===== src/sync_glide_cfg.svh =====
// Offsets, field positions, reset values and timing counts of the
// sync monitor and phase glide block.
// Assumes a 50 MHz system clock and an 8-bit register port.
`ifndef SYNC_GLIDE_CFG_SVH
`define SYNC_GLIDE_CFG_SVH

// ----------------------------------------------------------------
// Register map
// ----------------------------------------------------------------
`define SYNC_WATCH_ADDR 8'h7c
`define IRQ_PIN_ADDR 8'h7d
`define SYNC_WATCH_RESET 8'h2b
`define IRQ_PIN_RESET 8'h02
`define SYNC_WATCH_MASK 8'hf0
`define IRQ_PIN_MASK 8'h07

// ----------------------------------------------------------------
// Field positions
// ----------------------------------------------------------------
`define GLIDE_CTL_BIT 7
`define LIMIT_MSB 6
`define LIMIT_LSB 4
`define IRQ_CFG_MSB 2

// ----------------------------------------------------------------
// Widths and timing
// ----------------------------------------------------------------
`define PHASE_W 16
`define WATCH_CNT_W 16
`define CLK_PERIOD_NS 20
`define GLIDE_STEP_NS 1000
`define GLIDE_STEP_CYC ((`GLIDE_STEP_NS + `CLK_PERIOD_NS - 1) / `CLK_PERIOD_NS)
`define GLIDE_DIV_W 6

`endif


===== src/sync_glide_pkg.sv =====
// Types shared by the sync monitor and phase glide block.
// Assumes sync_glide_cfg.svh supplies widths.
`include "sync_glide_cfg.svh"

package sync_glide_pkg;

  // ----------------------------------------------------------------
  // Register port request
  // ----------------------------------------------------------------
  typedef struct packed {
    logic [7:0] addr;
    logic [7:0] wdata;
    logic wr;
    logic rd;
  } reg_req_type;

  // ----------------------------------------------------------------
  // Calibration sequencer states
  // ----------------------------------------------------------------
  typedef enum logic [5:0] {
    CAL_IDLE = 6'b00_0001,
    CAL_HOLD = 6'b00_0010,
    CAL_DOWN = 6'b00_0100,
    CAL_DIVRST = 6'b00_1000,
    CAL_UP = 6'b01_0000,
    CAL_EXIT = 6'b10_0000
  } cal_state_type;

  // ----------------------------------------------------------------
  // Module state records
  // ----------------------------------------------------------------
  typedef struct packed {
    logic [7:0] watch_cfg;
    logic [2:0] irq_cfg;
    logic [7:0] rdata;
    cal_state_type cal;
    logic [`PHASE_W-1:0] offset;
    logic [`GLIDE_DIV_W-1:0] div;
    logic holdover;
    logic div_reset;
  } glide_state_type;

  typedef struct packed {
    logic sync_s1;
    logic sync_s2;
    logic sync_s3;
    logic clk_s1;
    logic clk_s2;
    logic clk_s3;
    logic [`WATCH_CNT_W-1:0] count;
    logic alarm;
  } watch_state_type;

endpackage : sync_glide_pkg


===== src/sync_monitor_phase_ramp.sv =====
// Sync monitor configuration, phase offset glide and calibration.
// Assumes phase_target comes from the offset registers on clk_sys,
// and the divider reset and holdover outputs reach the DPLL core.
`timescale 1ns/100ps
`include "sync_glide_cfg.svh"

module sync_monitor_phase_ramp #(
  parameter logic [`WATCH_CNT_W-1:0] WINDOW_BASE = 16'h0001
) (
  input wire logic clk_sys, // System clock, 50 MHz
  input wire logic arst_n, // Async reset, low
  input sync_glide_pkg::reg_req_type bus, // Register request
  output logic [7:0] rd_data, // Read data, next cycle
  input wire logic [`PHASE_W-1:0] phase_target, // Programmed offset
  input wire logic sync_in, // Frame-sync pin
  input wire logic in_clk, // Input clock pin
  output logic [`PHASE_W-1:0] phase_offset, // Applied offset
  output logic holdover_req, // Holdover request
  output logic divider_reset, // Divider reset pulse
  output logic sync_alarm, // Sync alarm level
  output logic [2:0] irq_pin_cfg // Interrupt pin setup
);

  localparam logic [`GLIDE_DIV_W-1:0] STEP_LAST =
    `GLIDE_DIV_W'(`GLIDE_STEP_CYC - 1);

  localparam sync_glide_pkg::glide_state_type RESET_STATE = '{
    watch_cfg: `SYNC_WATCH_RESET & `SYNC_WATCH_MASK,
    irq_cfg: 3'(`IRQ_PIN_RESET & `IRQ_PIN_MASK),
    rdata: 8'h00,
    cal: sync_glide_pkg::CAL_IDLE,
    offset: '0,
    div: '0,
    holdover: 1'b0,
    div_reset: 1'b0
  };

  sync_glide_pkg::glide_state_type st_reg;
  sync_glide_pkg::glide_state_type st_next;
  logic step;
  logic cal_start;
  logic watch_wr;

  // ----------------------------------------------------------------
  // Register decode
  // ----------------------------------------------------------------
  // Address hit test shared by read and write paths
  function automatic logic addr_hit(input logic [7:0] a,
                                    input logic [7:0] target);
    addr_hit = (a == target);
  endfunction : addr_hit

  assign watch_wr = bus.wr && addr_hit(bus.addr, `SYNC_WATCH_ADDR);
  assign cal_start = watch_wr && bus.wdata[`GLIDE_CTL_BIT];
  assign step = (st_reg.div == STEP_LAST);

  // ----------------------------------------------------------------
  // Next state: registers, glide and calibration
  // ----------------------------------------------------------------
  always_comb
  begin
    st_next = st_reg;
    st_next.div_reset = 1'b0;
    st_next.rdata = 8'h00;
    st_next.div = step ? '0 : st_reg.div + 1'b1;
    // Register writes, unused bits masked off
    if (watch_wr)
      st_next.watch_cfg = bus.wdata & `SYNC_WATCH_MASK;
    if (bus.wr && addr_hit(bus.addr, `IRQ_PIN_ADDR))
      st_next.irq_cfg = bus.wdata[`IRQ_CFG_MSB:0];
    // Register reads, unmapped addresses give zero
    if (bus.rd && addr_hit(bus.addr, `SYNC_WATCH_ADDR))
      st_next.rdata = st_reg.watch_cfg;
    else if (bus.rd && addr_hit(bus.addr, `IRQ_PIN_ADDR))
      st_next.rdata = {5'h00, st_reg.irq_cfg};
    // Offset glide and calibration sequencer
    unique case (st_reg.cal)
      sync_glide_pkg::CAL_IDLE:
      begin
        if (cal_start)
        begin
          st_next.cal = sync_glide_pkg::CAL_HOLD;
          st_next.holdover = 1'b1;
        end
        else if (!st_reg.watch_cfg[`GLIDE_CTL_BIT] && step)
        begin
          if (st_reg.offset < phase_target)
            st_next.offset = st_reg.offset + 1'b1;
          else if (st_reg.offset > phase_target)
            st_next.offset = st_reg.offset - 1'b1;
        end
      end
      sync_glide_pkg::CAL_HOLD:
        st_next.cal = sync_glide_pkg::CAL_DOWN;
      sync_glide_pkg::CAL_DOWN:
      begin
        if (st_reg.offset == '0)
        begin
          st_next.cal = sync_glide_pkg::CAL_DIVRST;
          st_next.div_reset = 1'b1;
        end
        else if (step)
          st_next.offset = st_reg.offset - 1'b1;
      end
      sync_glide_pkg::CAL_DIVRST:
        st_next.cal = sync_glide_pkg::CAL_UP;
      sync_glide_pkg::CAL_UP:
      begin
        if (st_reg.offset == phase_target)
          st_next.cal = sync_glide_pkg::CAL_EXIT;
        else if (step && st_reg.offset < phase_target)
          st_next.offset = st_reg.offset + 1'b1;
        else if (step)
          st_next.offset = st_reg.offset - 1'b1;
      end
      sync_glide_pkg::CAL_EXIT:
      begin
        st_next.holdover = 1'b0;
        st_next.cal = sync_glide_pkg::CAL_IDLE;
      end
      default:
      begin
        st_next.cal = sync_glide_pkg::CAL_IDLE;
        st_next.holdover = 1'b0;
      end
    endcase
  end

  // State register
  always_ff @(posedge clk_sys or negedge arst_n)
  begin
    if (!arst_n)
      st_reg <= RESET_STATE;
    else
      st_reg <= st_next;
  end

  // ----------------------------------------------------------------
  // Sync edge watchdog
  // ----------------------------------------------------------------
  sync_edge_watch #(
    .WINDOW_BASE(WINDOW_BASE)
  ) u_watch (
    .clk_sys(clk_sys),
    .arst_n(arst_n),
    .sync_in(sync_in),
    .in_clk(in_clk),
    .limit(st_reg.watch_cfg[`LIMIT_MSB:`LIMIT_LSB]),
    .sync_alarm(sync_alarm)
  );

  // Outputs from registers
  assign rd_data = st_reg.rdata;
  assign phase_offset = st_reg.offset;
  assign holdover_req = st_reg.holdover;
  assign divider_reset = st_reg.div_reset;
  assign irq_pin_cfg = st_reg.irq_cfg;
endmodule : sync_monitor_phase_ramp


===== src/sync_edge_watch.sv =====
// Frame-sync edge watchdog counting input clock cycles.
// Assumes sync and input clock are asynchronous pins.
`timescale 1ns/100ps
`include "sync_glide_cfg.svh"

module sync_edge_watch #(
  parameter logic [`WATCH_CNT_W-1:0] WINDOW_BASE = 16'h0001
) (
  input wire logic clk_sys, // System clock
  input wire logic arst_n, // Async reset, low
  input wire logic sync_in, // Selected frame-sync pin
  input wire logic in_clk, // Input reference clock pin
  input wire logic [2:0] limit, // Window code
  output logic sync_alarm // Alarm level
);

  sync_glide_pkg::watch_state_type st_reg;
  sync_glide_pkg::watch_state_type st_next;
  logic sync_edge;
  logic clk_edge;
  logic [`WATCH_CNT_W-1:0] window;

  // ----------------------------------------------------------------
  // Edge detection and window counter
  // ----------------------------------------------------------------
  // Window length doubles with each code step
  assign window = WINDOW_BASE << limit;
  assign sync_edge = st_reg.sync_s2 & ~st_reg.sync_s3;
  assign clk_edge = st_reg.clk_s2 & ~st_reg.clk_s3;

  // Next state
  always_comb
  begin
    st_next = st_reg;
    st_next.sync_s1 = sync_in;
    st_next.sync_s2 = st_reg.sync_s1;
    st_next.sync_s3 = st_reg.sync_s2;
    st_next.clk_s1 = in_clk;
    st_next.clk_s2 = st_reg.clk_s1;
    st_next.clk_s3 = st_reg.clk_s2;
    if (sync_edge)
    begin
      st_next.count = '0;
      st_next.alarm = 1'b0;
    end
    else if (st_reg.count >= window)
    begin
      st_next.alarm = 1'b1;
    end
    else if (clk_edge)
    begin
      st_next.count = st_reg.count + 1'b1;
    end
  end

  // State register
  always_ff @(posedge clk_sys or negedge arst_n)
  begin
    if (!arst_n)
      st_reg <= '0;
    else
      st_reg <= st_next;
  end

  assign sync_alarm = st_reg.alarm;
endmodule : sync_edge_watch


===== config.mk =====
export PLATFORM = sky130hd
export DESIGN_NAME = sync_monitor_phase_ramp
export DESIGN_NICKNAME = d
export VERILOG_FILES = /design/src/sync_glide_pkg.sv /design/src/sync_monitor_phase_ramp.sv /design/src/sync_edge_watch.sv
export VERILOG_INCLUDE_DIRS = /design/src
export SDC_FILE = /design/constraint.sdc
export NUM_CORES = 1
export LEC_CHECK = 0
export BUFFER_PORTS_ARGS = -buffer_cell sky130_fd_sc_hd__buf_2
export CAP_MARGIN = 20
export CORE_MARGIN = 10
export CORE_UTILIZATION = 55
export CTS_CLUSTER_SIZE = 20
export DETAILED_ROUTE_END_ITERATION = 8
export PLACE_DENSITY = 0.77
export SYNTH_ARGS = -nofsm -noshare
export SYNTH_HDL_FRONTEND = slang
export SYNTH_SLANG_ARGS = --single-unit

===== constraint.sdc =====
create_clock -name clk_sys -period 3.1 [get_ports clk_sys]
set_input_delay 0.155 -clock clk_sys [delete_from_list [all_inputs] [get_ports clk_sys]]
set_output_delay 0.155 -clock clk_sys [all_outputs]
set_load 0.01 [all_outputs]

==> impl_results.md <==
- Synth Area in XOR/XNOR: 0.04398
- Initial antenna violation count: 0
- CP Max Fanout: 11
- DRT iter0 DRCs: 391
- TritonCTS buffer count: 9
- YS warnings: 0
- Crit path DAT: around 3 ns
- Crit-path slowest cell: or4_1
- Clk sink count: 67
- IO buf count: between 60 and 70
- Antenna cells: 0
- Synthesized Nets: 578
- Adder-Cell Fraction of Synth Area: 0.08194
- Fraction of synthesized area in multiplexers: 0.02622
- WL final: 11840 um
- Placed insts: roughly 650
- DIE AREA: approximately 12000 um^2
- MaxCap Viol Count: 0
- Post-Place Worst Slack: around 0.31 ns
- Drc violations: 0
- Nets: 631
- Pre-antenna DRT Iters: 5
- I/O pin cnt: 68
- Run status: complete, no violations
- R2R cell count: 7
- Final Skew: 0.009472 ns
- H-tree depth: 3
- Cell area after layout: between 5000 and 6000 um^2
- Num rows: 33
- Post-DP HPWL: approximately 9000 um
- Routed Antenna Nets: 0
- Worst-case clock buffer depth: 2
- Crit end category: flip-flop
- Critical Path Start Type: flip-flop
- Final Power: roughly 3.6 mW
- Worst slew pin tran: approximately 0.89 ns
- CP Cell Sequence: ha_1 -> nand4_1 -> or4_1 -> a311o_1 -> o211ai_2 -> a21oi_1 -> xor2_1
- WP data required: between 3 and 4 ns
- Synthesized instance count: 510
- Highest clock rate: around 360 MHz
- HP Class: in -> reg
- Delay-heaviest family, CP: simple AND/OR/NAND/NOR gates
- Total track usage: 0.1884
- Post-DR vias/cell: around 6.1
- Main combinational cell family by area after synthesis: simple AND/OR/NAND/NOR gates
- Setup violations, final: 0
- WP depth: 7
- Setup TNS: 0 ns
- First-pass GRT wire length: between 15000 and 20000 um
- Worst-Skew Late Latency: ~0.34 ns
- Largest net degree at the start of global routing: between 50 and 60
- Max VDD drop: about 0.00033 V
- Placed Area: about 4900 um^2
- Slowest stage delay, CP: roughly 0.63 ns
- Area grow syn2layout: 13.41%
- Sequential fraction of the synthesis area: 0.3668
- Root Driver: clkbuf_8
- Ys async rst share: 1.000
- Final core occ: 0.6354
- LEAKAGE: 2.475 nW
- PD cells: approximately 690 nW/um^2
- Core area: 8175 um^2
- RSZ-0062 raised after global routing: false
- Seq cells post-synth: 67
- Type of the worst setup path: reg -> reg
- Max reg flops: 18
- Slew headroom: 0.4049
- Buf/Inv on CP: 0
- Avg WL per Cell: 17.62 um
- Post-Layout Cell Count: ~670
- Post-synth EDFFs: 0
- GRT overflow: 0
- Mapped Area: around 4600 um^2
- Post-route setup slack: around 0.29 ns
- Hold slack: between 0.05 and 0.06 ns
- Die Ht: about 110 um
- Initial Utilization: 0.5603
- Fin crit period: between 2 and 3 ns
- Hold depth: 2
- Final hold vios: 0
- Ys flop type: dfrtp_1
- Synth Area in Compound Gates: 0.1459
- Via count: ~4100
- Simple-Gate Fraction of Synth Area: 0.2453
- Syn_area_per_cell: 8.982 um^2
- Crit share post-route: 0.9074
- Synth unique cells: 66
- TritonCTS clock tree: built
- GPL Wtd Cong: approximately 0.95
- Die W: roughly 110 um
- Share of cells above drive strength 1: 0.2310
- Reg clk slew, reported paths: about 0.07 ns
- Slew Limit Fails: 0
- Vias in the first global route: 4096
kinds of logic (layout without fill, tap and decap cells):
group                    count (synthesis)  count (layout)
AO/OA/AOI/OAI                           99              99
AND/OR/NAND/NOR                        204             204
multiplexers                            11              11
other                                    1               1
adder cells (fa/ha/maj)                 30              30
flip-flops                              67              67
XOR/XNOR                                23              23
buffers and inverters                   75             132
path summary, 6_finish.rpt:
check | end | from | slack [ns]
worst min-delay path | st_reg[46] | bus[7] | 0.05
worst max-delay path | phase_offset[10] | phase_offset[15] | 0.29
worst min register to register | u_watch.st_next[17] | u_watch.st_next[18] | 0.34
worst max register to register | phase_offset[10] | phase_offset[15] | 0.29
max in group asynchronous | phase_offset[8] | arst_n | 1.98
min in group asynchronous | u_watch.st_reg[1] | arst_n | 0.37
cells in the final DEF, fill, tap and decap left out, types with 8 or more instances in the layout:
| cell type | synthesis | routed |
|---|---|---|
| nor4_1 | 14 | 14 |
| o21ai_0 | 17 | 17 |
| xor2_1 | 9 | 9 |
| nand2_1 | 31 | 31 |
| nand3_1 | 23 | 23 |
| ha_1 | 30 | 30 |
| dfrtp_1 | 64 | 64 |
| buf_4 | 27 | 22 |
| and2_1 | 14 | 14 |
| or3_1 | 9 | 9 |
| buf_2 | 2 | 65 |
| inv_1 | 26 | 26 |
| nand4_1 | 15 | 15 |
| xnor2_1 | 14 | 14 |
| a31oi_1 | 12 | 12 |
| a21oi_1 | 27 | 27 |
| mux2_2 | 8 | 8 |
| nor3_1 | 13 | 12 |
| clkbuf_8 | 0 | 10 |
| nor2_1 | 44 | 44 |
per-layer routing:
layer	routed length (um)	part of all wire	vias to the layer above	track usage
met5	0	0	-	0
met3	1010	0.085	26	0.04058
met4	235	0.020	0	0.07027
met2	5557	0.47	203	0.2974
li1	-	-	1922	-
met1	5037	0.43	1937	0.2464
cells in the mapped netlist (4+ instances only):
master / count / area share
nor2_1: 44 / 0.036
o211ai_1: 5 / 0.0082
or3_1: 9 / 0.012
nand2b_1: 4 / 0.0055
mux2_2: 8 / 0.020
a31oi_1: 12 / 0.016
inv_1: 26 / 0.021
a21oi_1: 27 / 0.030
and4_1: 5 / 0.0096
nor4_1: 14 / 0.019
nor3_1: 13 / 0.014
nand3_1: 23 / 0.025
o21ai_0: 17 / 0.019
and3_1: 5 / 0.0068
o31ai_1: 4 / 0.0066
nand4_1: 15 / 0.020
and2_1: 14 / 0.019
dfrtp_1: 64 / 0.35
nand2_1: 31 / 0.025
xor2_1: 9 / 0.017
buf_4: 27 / 0.044
clkbuf_1: 16 / 0.013
ha_1: 30 / 0.082
nand3b_1: 6 / 0.0098
xnor2_1: 14 / 0.027
report_power, final:
group          internal, mW  switching [mW]
clock                 0.554           0.327
combinational         0.663           0.960
sequential            0.987           0.107
repair_timing:
item                                    4_1_cts  5_1_grt
resized for setup                             0        1
hold buffers                                  2        1
endpoints found under the hold margin         2       23
endpoints found under the setup margin        0        1
setup buffers                                 0        0
final cells by class:
cell class	count	area, um^2
Clock buffer	11	141.4
Inverter	26	97.59
Timing Repair Buffer	91	548.0
Tap cell	105	131.4
Clock inverter	4	98.84
Fill cell	674	2980
Sequential cell	67	1680
Multi-Input combinational cell	368	2497
Power figures use the tool's default switching activity.
